--- src/common/atxfi_cfg.svh ---
// Constants for the auxiliary transmit frame-insertion block.
// Assumes one core clock; all counts are in core clock cycles.
// Overview of operation
// - 64-bit word index wraps at 31, 39, 47 or 95 for 8/10/12/24G rates.
// - 12.16512 and 24.33024 Gbps always use the 64-bit word interface.
// - 8.11008/10.1376 Gbps use 64-bit words only after negotiation down.
// - Each data word targets the position shown one plus latency cycles earlier.
// - The override mask is aligned with its data word, same latency offset.
// - A set mask bit puts the user data bit into the frame, except bits 63:32 in 32-bit mode.
// - Mask over a comma or start/end slot raises the error next cycle.
// - One control-slot flag per byte lane for the current word index.
// - In master mode a resync pulse clears frame indices, restarts timing.
// - Resync is synchronous to the core clock; its rising edge acts.
// - The 12-bit frame number loads the resync value after the edge.
// - One error bit per lane: masked data overwrote a control word.
// - Basic-frame index counts 0 to 255, zero one clock after resync.
`ifndef ATXFI_CFG_SVH
`define ATXFI_CFG_SVH
`define ATXFI_LANES 8
`define ATXFI_X_LAST 8'h00FF
`define ATXFI_Z_LAST 8'h0095
`define ATXFI_BFN_W 12
`define ATXFI_WR_LAT 0
`define ATXFI_CW_PER_BF 16
`define ATXFI_SEQ_N_0G6 7'h03
`define ATXFI_SEQ_N_1G2 7'h07
`define ATXFI_SEQ_N_2G4 7'h0F
`define ATXFI_SEQ_N_3G0 7'h13
`define ATXFI_SEQ_N_4G9 7'h1F
`define ATXFI_SEQ_N_6G1 7'h27
`define ATXFI_SEQ_N_8G1 7'h3F
`define ATXFI_SEQ_N_9G8 7'h3F
`define ATXFI_SEQ_N_10G 7'h4F
`define ATXFI_SEQ_W_8G1 7'h1F
`define ATXFI_SEQ_W_10G 7'h27
`define ATXFI_SEQ_W_12G 7'h2F
`define ATXFI_SEQ_W_24G 7'h5F
`endif

--- src/common/atxfi_pkg.sv ---
// Types shared by the auxiliary transmit frame-insertion block.
// Assumes nothing beyond the constants header.
package atxfi_pkg;
    // Line rate; Gray order along the negotiation ladder
    typedef enum logic [3:0] {
        ATXFI_R0G6 = 4'h0,
        ATXFI_R1G2 = 4'h1,
        ATXFI_R2G4 = 4'h3,
        ATXFI_R3G0 = 4'h2,
        ATXFI_R4G9 = 4'h6,
        ATXFI_R6G1 = 4'h7,
        ATXFI_R8G1 = 4'h5,
        ATXFI_R9G8 = 4'h4,
        ATXFI_R10G = 4'hC,
        ATXFI_R12G = 4'hD,
        ATXFI_R24G = 4'hF
    } atxfi_rate_t;

    typedef struct packed {
        logic [11:0] radio_frame_number;
        logic [7:0] hyperframe_index;
        logic [7:0] basic_frame_index;
        logic [6:0] word_index;
    } atxfi_pos_t;
endpackage

--- src/hw/atxfi_delay_line.sv ---
// Fixed-depth shift register carrying position flags forward in time.
// Assumes DEPTH is at least one.
`timescale 1ns/1ns
`default_nettype none
module atxfi_delay_line #(
    parameter int W = 8,
    parameter int DEPTH = 1
) (
    input wire logic ref_clk_i,
    input wire logic rst_i,
    input wire logic [W-1:0] d_i,
    output logic [W-1:0] q_o
);
    logic [W-1:0] stage [DEPTH];

    always_ff @(posedge ref_clk_i) begin
        if (rst_i) begin
            stage[0] <= '0;
        end else begin
            stage[0] <= d_i;
        end
    end

    for (genvar i = 1; i < DEPTH; i++) begin : g_stage
        always_ff @(posedge ref_clk_i) begin
            if (rst_i) begin
                stage[i] <= '0;
            end else begin
                stage[i] <= stage[i-1];
            end
        end
    end

    assign q_o = stage[DEPTH-1];
endmodule
`default_nettype wire

--- src/hw/atxfi_tx_insert.sv ---
// Transmit-side auxiliary insertion: frame position counters, control
// slot flags, masked data insertion and overwrite error reporting.
// Assumes all inputs are synchronous to ref_clk_i.
`timescale 1ns/1ns
`default_nettype none
`include "atxfi_cfg.svh"
module atxfi_tx_insert import atxfi_pkg::*; #(
    parameter int WR_LAT = `ATXFI_WR_LAT
) (
    input wire logic ref_clk_i,
    input wire logic rst_i,
    input wire atxfi_rate_t rate_i,
    input wire logic autoneg_from_high_i,
    input wire logic radio_controller_master_i,
    input wire logic sync_rfp_i,
    input wire logic [11:0] bfn_resync_value_i,
    input wire logic [63:0] side_tx_word_in_i,
    input wire logic [63:0] side_tx_bit_override_i,
    input wire logic [63:0] frame_src_i,
    output logic [63:0] frame_word_o,
    output logic wide_mode_o,
    output atxfi_pos_t pos_o,
    output logic rfp_o,
    output logic hfp_o,
    output logic [7:0] side_tx_control_slot_flags_o,
    output logic [7:0] tx_err_o
);
    localparam int LANES = `ATXFI_LANES;
    localparam int DEPTH = WR_LAT + 1;

    // ------------------------------------------------------------
    // Word width and index range
    // ------------------------------------------------------------
    logic wide;
    logic [6:0] seq_max;

    always_comb begin
        unique case (rate_i)
            ATXFI_R12G, ATXFI_R24G: wide = 1'b1;
            ATXFI_R8G1, ATXFI_R10G: wide = autoneg_from_high_i;
            default: wide = 1'b0;
        endcase
    end

    always_comb begin
        unique case (rate_i)
            ATXFI_R0G6: seq_max = `ATXFI_SEQ_N_0G6;
            ATXFI_R1G2: seq_max = `ATXFI_SEQ_N_1G2;
            ATXFI_R2G4: seq_max = `ATXFI_SEQ_N_2G4;
            ATXFI_R3G0: seq_max = `ATXFI_SEQ_N_3G0;
            ATXFI_R4G9: seq_max = `ATXFI_SEQ_N_4G9;
            ATXFI_R6G1: seq_max = `ATXFI_SEQ_N_6G1;
            ATXFI_R8G1: seq_max = wide ? `ATXFI_SEQ_W_8G1 : `ATXFI_SEQ_N_8G1;
            ATXFI_R9G8: seq_max = `ATXFI_SEQ_N_9G8;
            ATXFI_R10G: seq_max = wide ? `ATXFI_SEQ_W_10G : `ATXFI_SEQ_N_10G;
            ATXFI_R12G: seq_max = `ATXFI_SEQ_W_12G;
            ATXFI_R24G: seq_max = `ATXFI_SEQ_W_24G;
            default: seq_max = `ATXFI_SEQ_N_0G6;
        endcase
    end

    assign wide_mode_o = wide;

    // ------------------------------------------------------------
    // Resync edge and frame position counters
    // ------------------------------------------------------------
    logic sync_q;
    logic resync;
    logic seq_end;
    logic x_end;
    logic z_end;

    always_ff @(posedge ref_clk_i) begin
        if (rst_i) begin
            sync_q <= 1'b0;
        end else begin
            sync_q <= sync_rfp_i;
        end
    end

    // Only the rising edge counts, so a held level restarts timing once
    assign resync = radio_controller_master_i & sync_rfp_i & ~sync_q;
    assign seq_end = pos_o.word_index >= seq_max;
    assign x_end = pos_o.basic_frame_index == `ATXFI_X_LAST;
    assign z_end = pos_o.hyperframe_index >= `ATXFI_Z_LAST;

    always_ff @(posedge ref_clk_i) begin
        if (rst_i) begin
            pos_o <= '0;
        end else if (resync) begin
            pos_o.word_index <= 7'h00;
            pos_o.basic_frame_index <= 8'h00;
            pos_o.hyperframe_index <= 8'h00;
            pos_o.radio_frame_number <= bfn_resync_value_i;
        end else begin
            // A rate drop below the current index wraps at once
            pos_o.word_index <= seq_end ? 7'h00 : pos_o.word_index + 7'h01;
            if (seq_end) begin
                pos_o.basic_frame_index <= pos_o.basic_frame_index + 8'h01;
                if (x_end) begin
                    pos_o.hyperframe_index <= z_end ? 8'h00
                        : pos_o.hyperframe_index + 8'h01;
                    if (z_end) begin
                        pos_o.radio_frame_number <=
                            pos_o.radio_frame_number + 12'h001;
                    end
                end
            end
        end
    end

    assign hfp_o = (pos_o.word_index == 7'h00)
        && (pos_o.basic_frame_index == 8'h00);
    assign rfp_o = hfp_o && (pos_o.hyperframe_index == 8'h00);

    // ------------------------------------------------------------
    // Control-slot flags per byte lane
    // ------------------------------------------------------------
    // Lane p holds bits [63-8p -: 8]; a 32-bit word sits in lanes 4..7,
    // so its first byte is bits 31:24 as user logic packs it.
    logic [10:0] bf_bytes;
    logic [10:0] cw_bytes;
    logic [10:0] word_base;
    logic [7:0] ctrl_now;
    logic [7:0] ctrl_d;
    logic [63:0] eff_mask;

    assign bf_bytes = ({4'h0, seq_max} + 11'h001) << (wide ? 3 : 2);
    assign cw_bytes = bf_bytes / 11'(`ATXFI_CW_PER_BF);
    assign word_base = {4'h0, pos_o.word_index} << (wide ? 3 : 2);

    for (genvar p = 0; p < LANES; p++) begin : g_lane
        localparam logic [10:0] WIDE_IDX = 11'(p);
        localparam logic [10:0] NARROW_IDX = 11'(p % 4);
        logic valid;
        assign valid = wide || (p >= 4);
        assign ctrl_now[p] = valid
            && (word_base + (wide ? WIDE_IDX : NARROW_IDX)) < cw_bytes;
        assign eff_mask[63-8*p -: 8] = valid
            ? side_tx_bit_override_i[63-8*p -: 8] : 8'h00;
    end

    assign side_tx_control_slot_flags_o = ctrl_now;

    // Flags travel forward so that they meet the late data word
    atxfi_delay_line #(
        .W(LANES),
        .DEPTH(DEPTH)
    ) u_ctrl_delay (
        .ref_clk_i(ref_clk_i),
        .rst_i(rst_i),
        .d_i(ctrl_now),
        .q_o(ctrl_d)
    );

    // ------------------------------------------------------------
    // Insertion and overwrite error
    // ------------------------------------------------------------
    logic [7:0] lane_hit;

    for (genvar p = 0; p < LANES; p++) begin : g_err
        // The comma and start/end bytes lie inside the control word
        assign lane_hit[p] = ctrl_d[p] & (|eff_mask[63-8*p -: 8]);
    end

    always_ff @(posedge ref_clk_i) begin
        if (rst_i) begin
            frame_word_o <= 64'h0000_0000_0000_0000;
        end else begin
            frame_word_o <= (eff_mask & side_tx_word_in_i)
                | (~eff_mask & frame_src_i);
        end
    end

    always_ff @(posedge ref_clk_i) begin
        if (rst_i) begin
            tx_err_o <= 8'h00;
        end else begin
            tx_err_o <= lane_hit;
        end
    end

    logic [7:0] warm;
    always_ff @(posedge ref_clk_i) begin
        if (rst_i) begin
            warm <= 8'h00;
        end else if (warm != 8'hFF) begin
            warm <= warm + 8'h01;
        end
    end
endmodule
`default_nettype wire

--- config.mk ---
export PLATFORM = sky130hd
export DESIGN_NAME = atxfi_tx_insert
export DESIGN_NICKNAME = d
export VERILOG_FILES = /design/src/common/atxfi_pkg.sv /design/src/hw/atxfi_delay_line.sv /design/src/hw/atxfi_tx_insert.sv
export VERILOG_INCLUDE_DIRS = /design/src /design/src/common
export SDC_FILE = /design/constraint.sdc
export NUM_CORES = 1
export LEC_CHECK = 0
export ABC_AREA = 1
export BUFFER_PORTS_ARGS = -buffer_cell sky130_fd_sc_hd__buf_2
export CORE_ASPECT_RATIO = 1.75
export CORE_MARGIN = 2
export CORE_UTILIZATION = 30
export CTS_BUF_LIST = sky130_fd_sc_hd__clkbuf_8
export DETAILED_ROUTE_END_ITERATION = 10
export GPL_ROUTABILITY_DRIVEN = 0
export SETUP_SLACK_MARGIN = 0.4
export SLEW_MARGIN = 20
export SYNTH_ARGS = -nofsm -noshare
export SYNTH_HDL_FRONTEND = slang
export SYNTH_SLANG_ARGS = --single-unit
--- constraint.sdc ---
create_clock -name ref_clk_i -period 7.9 [get_ports ref_clk_i]
set_clock_uncertainty 0.15 [all_clocks]
set_input_delay 1.58 -clock ref_clk_i [delete_from_list [all_inputs] [get_ports ref_clk_i]]
set_output_delay 1.58 -clock ref_clk_i [all_outputs]
set_load 0.02 [all_outputs]
# --- Word level (Yosys, flattened, before mapping) ---
# Memories as Yosys holds them, arrays and structs flattened.
# Index checks and enable logic that the tools add are counted.
totals:
  reg_bits: 108
  latchBits: 0
  ramBits: 8
  romBits: 0
  inputBits: 213
  output_inout_bits: 118
  wordCells: 109
  memories: 1
classes:
  n_addsub: 12
  multipliers: 0
  div_mod_pow: 0
  n_lt_le_gt_ge: 10
  n_eq_ne: 11
  shifts: 2
  muxes: 24
  n_bitwise: 15
  reduce_logical: 27
memory_table:
  columns: ["memory", "depth", "word_bits", "rd", "rd_clocked_by_memory_dff", "write_ports", "line", "text"]
  rows:
  - ["u_ctrl_delay.stage", 1, 8, 1, 0, 1, "atxfi_delay_line.sv:14", "logic [W-1:0] stage [DEPTH];"]
op_table:
  columns: ["op", "n"]
  rows:
  - ["bitwise AND 64 bit", 2]
  - ["less-than comparator 11 x 7 -> 1 bit", 8]
  - ["OR reduction 8 bit", 9]
  - ["one-hot mux 7 bit (10 select lines)", 1]
  - ["inverter 64 bit", 1]
  - ["OR 64 bit", 1]
  - ["two-way mux 8 bit", 6]
  - ["adder 11 x 3 -> 11 bit", 4]
  - ["two-way mux 35 bit", 1]
  - ["<< shifter 8 x 32 -> 11 bit", 1]
  - ["two-way mux 28 bit", 1]
  - ["adder 11 x 2 -> 11 bit, second input constant", 2]
  - ["two-way mux 20 bit", 1]
  - ["adder 8 x 1 -> 8 bit, second input constant", 2]
  - ["== test 4 x 3 -> 1 bit, second input constant", 4]
  - ["zero test 8 bit", 2]
  - ["two-way mux 7 bit", 2]
  - ["adder 12 x 1 -> 12 bit, second input constant", 1]
  - ["== test 4 bit, second input constant", 3]
  - ["two-way mux 12 bit", 1]
  - ["two-way mux 3 bit", 4]
  - ["adder 11 x 1 -> 11 bit, second input constant", 1]
  - ["<< shifter 7 x 2 -> 11 bit", 1]
  - ["bitwise AND 1 bit", 10]
  - ["18 further kinds", 32]

# --- Depth between registers and ports, before layout ---
depth:
  depth_word: 10
  depth_mapped: 20
  ltp_nobuf: 18

# --- Modules after synthesis ---
# From an unflattened synthesis, not the netlist that was laid out.
hier_totals:
  cells_unflattened: 888
  hier_area_um2: 5993.2
modules_own_cells:
  columns: ["mod", "n_inst", "cells_each", "area_per_inst_um2", "seq_area_each_um2"]
  rows:
  - ["atxfi_tx_insert", 1, 863, 5761.8, 2162.1]
  - ["atxfi_delay_line", 1, 25, 231.5, 160.2]

# --- Least setup slack after synthesis ---
# OpenSTA, ideal clock, no wires.
synth_path:
  path_type: "input -> output"
  startpoint: "input rate_i[0]"
  endpoint: "output side_tx_control_slot_flags_o[0]"
  arrival_ns: 3.563
  required_time_ns: 6.170
  setup_slack_ns: 2.607
  path_stages: 18
  n_path_buf: 1
  path_cell_list: "buf_2 -> inv_1 -> nand2_1 -> a21oi_1 -> inv_1 -> ha_1 -> inv_1 -> nor2_4 -> nor2_1 -> o221ai_1 -> ha_1 -> inv_1 -> nor2_1 -> nand3_2 -> inv_2 -> nand3_2 -> nand2_4 -> inv_2"
synth_between:
  elab_chain_len: 9
  elab_cells_between_ends: 22
  classes_between: "add/sub: 1; order compare: 1; eq/ne: 10; shift: 2; mux: 5; reduce/logical: 3"
synth_rtl:
  columns: ["item", "line", "text"]
  rows:
  - ["from (decl)", "atxfi_tx_insert.sv:12", "input wire atxfi_rate_t rate_i,"]
  - ["== test 4 bit or == test 4 x 3 -> 1 bit (tied branches)", "atxfi_tx_insert.sv:38, atxfi_tx_insert.sv:46", null]
  - ["OR reduction 2 bit", "atxfi_tx_insert.sv:38", "unique case (rate_i)"]
  - ["one-hot mux 1 bit (2 select lines)", "atxfi_tx_insert.sv:38", null]
  - ["two-way mux 7 bit (no line) or two-way mux 6 bit (tied branches)", null, null]
  - ["one-hot mux 7 bit (10 select lines)", "atxfi_tx_insert.sv:46", "unique case (rate_i)"]
  - ["adder 7 x 1 -> 8 bit", "atxfi_tx_insert.sv:128", "assign bf_bytes = ({4'h0, seq_max} + 11'h001) << (wide ? 3 : 2);"]
  - ["<< shifter 8 x 32 -> 11 bit", "atxfi_tx_insert.sv:128", null]
  - ["less-than comparator 11 x 7 -> 1 bit", "atxfi_tx_insert.sv:138", "&& (word_base + (wide ? WIDE_IDX : NARROW_IDX)) < cw_bytes;"]
  - ["logical AND 1 bit (*)", "atxfi_tx_insert.sv:138", null]
  - ["to (decl)", "atxfi_tx_insert.sv:25", "output logic [7:0] side_tx_control_slot_flags_o,"]
# Every way passes the cells marked *; elsewhere a longest branch is shown, timed or not.

# --- Final worst setup path ---
layout_path:
  startpoint: "input rate_i[2]"
  endpoint: "output side_tx_control_slot_flags_o[1]"
# The elaborated chain is that of the path after synthesis.

==> impl_metrics.ini <==
[status]
status = finished clean

[global_routing]
grt_pass1_wl_um = 30980
antenna_found_initial = 2
overflow = 0
grt_pass1_vias = 6120
track_usage_pct = 19.56
grt_max_degree = 59

[routing]
first_pass_iters = 5
vias = 6588
drc_errors = 0
viasPerCell = 4.585
antenna_left = 0
wl_per_cell_um = 14.59
dr.first_iter.drc_count = 232
wl_um = 20960

[floorplan]
die_x_um = 110.2
die_h_um = 189.8
initial_utilization_pct = 30.26
io_pins = 331
die_area_um2 = 20920
coreArea_um2 = 19570
fp-row-count = 68

[setup_path]
r2r-start = pos_o[3]
r2r_cells = 9
startpoint_type = input pin
cp.arrival_ns = 4.29
cp.required_ns = 6.17
reg2reg_slack_ns = 4.71
rr_endpoint = pos_o[16]
crit_type = in -> out
endpoint_kind = output port
crit_fanout = 52

[sta]
min_period_over_period_pct = 76.18
tightestPinTransition_ns = 0.9824
setup_violations = 0
drv_slew = 0
max_freq_mhz = 166.2
rsz0062_at_grt = no
hold-worst-slack_ns = 0.2801
hold_violations = 0
setup_tns_ns = 0
finalCriticalPeriod_ns = 6.018
maxSlewHeadroom_pct = 34.26

[power]
comb_power_share_pct = 21.6
p_sw_share_pct = 33.06
netSwitchingPower_uw = 471.1
p_per_area_nw_per_um2 = 175.4
clkPwrFrac_pct = 33.9
ir_worst_vdd_mv = 0.1161
power_frac_seq_pct = 44.5
p_int_uw = 953.9
p_leak_uw = 0.004385

[yosys]
ys_ff_latch = 116
yosys-top-cells-area = dfxtp_1 39%, nor2_1 11%, inv_1 8.1%, o21ai_0 7.9%, nand2_1 5.8%
syn-instance-count = 849
synth_seq_area_share_pct = 39.22
synth_top_area_share_pct = 39.22
async_flop_share_pct = 0
netlist_area_um2 = 5921
synth_edf_count = 0
ys_warn_count = 0
synthFlopType = dfxtp_1
yosysUniqueCellTypes = 43
syn_area_per_cell_um2 = 6.974
yosys.area.top_type = dfxtp_1

[clock_tree]
cts_setup_buffers = 0
numClockSinks = 116
htreeDepth = 4
clk_pin_slew_ns = 0.07
cts_inserted_buffers = 17
hold_buffers = 0
insertion_delay_ns = 0.46
cts_max_path_buffers = 2
postCtsResizedCells = 0
cts_root_buf = clkbuf_8
tritoncts = yes

[cells_and_area]
area_growth_pct = 37.19
final_common_cell = buf_2
final_cell_mix = 330 x buf_2, 168 x nor2_1, 127 x inv_1
drive_above_1_share_pct = 34.62
layout.nets = 1411
design_area_um2 = 8123
fillCellCount = 2070

[run]
maxCapViolations = 0

[worst_hold_path]
min_to = tx_err_o[0]
hold_path_class = reg -> reg
holdPathStages = 2
min_from = u_ctrl_delay.stage[0][0]

[placed_design]
io_buffers = 330
dp_hpwl_um = 16790
dpl-instance-area_um2 = 7780
## worst max-delay path: stages
cell and delay, ns:
buf_2 0.15, nand2_2 0.11, inv_2 0.05, nand2_1 0.13
nand3_4 0.29, inv_2 0.18, buf_4 0.47, o221ai_1 0.23
ha_1 0.31, inv_1 0.03, nor2_1 0.12, nand3_2 0.09
inv_2 0.11, nand3_2 0.09, nand2_4 0.14, inv_2 0.04
buf_2 0.15
## power groups by stage
stage                     sequential (µW)  combinational, µW  clock [µW]
after floorplan                       684                141           0
after global placement                647                307           0
after detailed placement              648                309           0
after CTS                             634                310         503
after global routing                  638                343         530
final                                 634                308         483
## metrics by stage
step                util [%]  setup slack (ns)  total power [µW]  cells
global route           41.51             1.574              1510   1437
floorplan                  -             2.607             824.7    850
detailed placement     39.76             1.885             956.9   1403
finish                 41.51             1.882              1425   1437
CTS                    41.48             1.877              1448   1435
global placement       39.76             1.941             954.4   1403
## cells in the mapped netlist, types with 2 or more instances
cell type,instances
nor2_1,168
inv_1,127
dfxtp_1,116
o21ai_0,94
nand2_1,91
a21oi_1,35
nor3_1,32
nand3_1,29
ha_1,21
nand4_1,20
inv_2,13
clkbuf_1,12
nor4_1,12
buf_2,10
xor2_1,10
nand2_2,8
nor2_2,7
nand2_4,6
nand3_2,3
nand3b_1,3
nor2_4,3
o211ai_1,3
o21ai_1,3
a21oi_4,2
and3_1,2
buf_6,2
## worst max path at each step
| stage | endpoint | start | depth (start not counted) |
|---|---|---|---|
| 6_report | side_tx_control_slot_flags_o[1] | rate_i[2] | 17 |
| 5_1_grt | side_tx_control_slot_flags_o[6] | rate_i[2] | 17 |
| 4_1_cts | side_tx_control_slot_flags_o[1] | rate_i[2] | 17 |
| 3_5_place_dp | side_tx_control_slot_flags_o[1] | rate_i[2] | 17 |
| 3_3_place_gp | side_tx_control_slot_flags_o[0] | rate_i[2] | 17 |
| 2_1_floorplan | side_tx_control_slot_flags_o[0] | rate_i[0] | 18 |
## flip-flops by register name, summed over array words and instances, names as in the netlist
register	cells
frame_word_o	64
pos_o	35
sync_q	1
tx_err_o	8
u_ctrl_delay.stage	8
## per-layer routing
metal | vias up | share of wire, % | routed length (µm) | global-route usage (%)
li1 | 3377 | - | - | -
met1 | 2942 | 37 | 7664 | 19.99
met2 | 236 | 54 | 11360 | 36.36
met3 | 33 | 6.9 | 1440 | 4.830
met4 | 0 | 2.3 | 490 | 8.702
met5 | - | 0 | 0 | 0
## area by class of cell
type	count	area (µm²)	area share (%)
Multi-Input combinational cell	568	2949	36.31
Sequential cell	116	2322	28.59
Timing Repair Buffer	332	1667	20.52
Inverter	142	535.5	6.593
Tap cell	245	306.5	3.774
Clock buffer	18	247.7	3.050
Clock inverter	14	90.09	1.109
Antenna cell	2	5.005	0.06161
## kinds of logic after synthesis
kind of cell               synth area share, %
xor gates and xnor gates                 1.627
AOI/OAI and AO/OA                        13.63
DFF                                      39.22
and+or+nand+nor                          29.99
buffers and inverters                    11.03
adders and majority gates                4.438
other                                  0.06334
(Power assumes the default switching activity.)
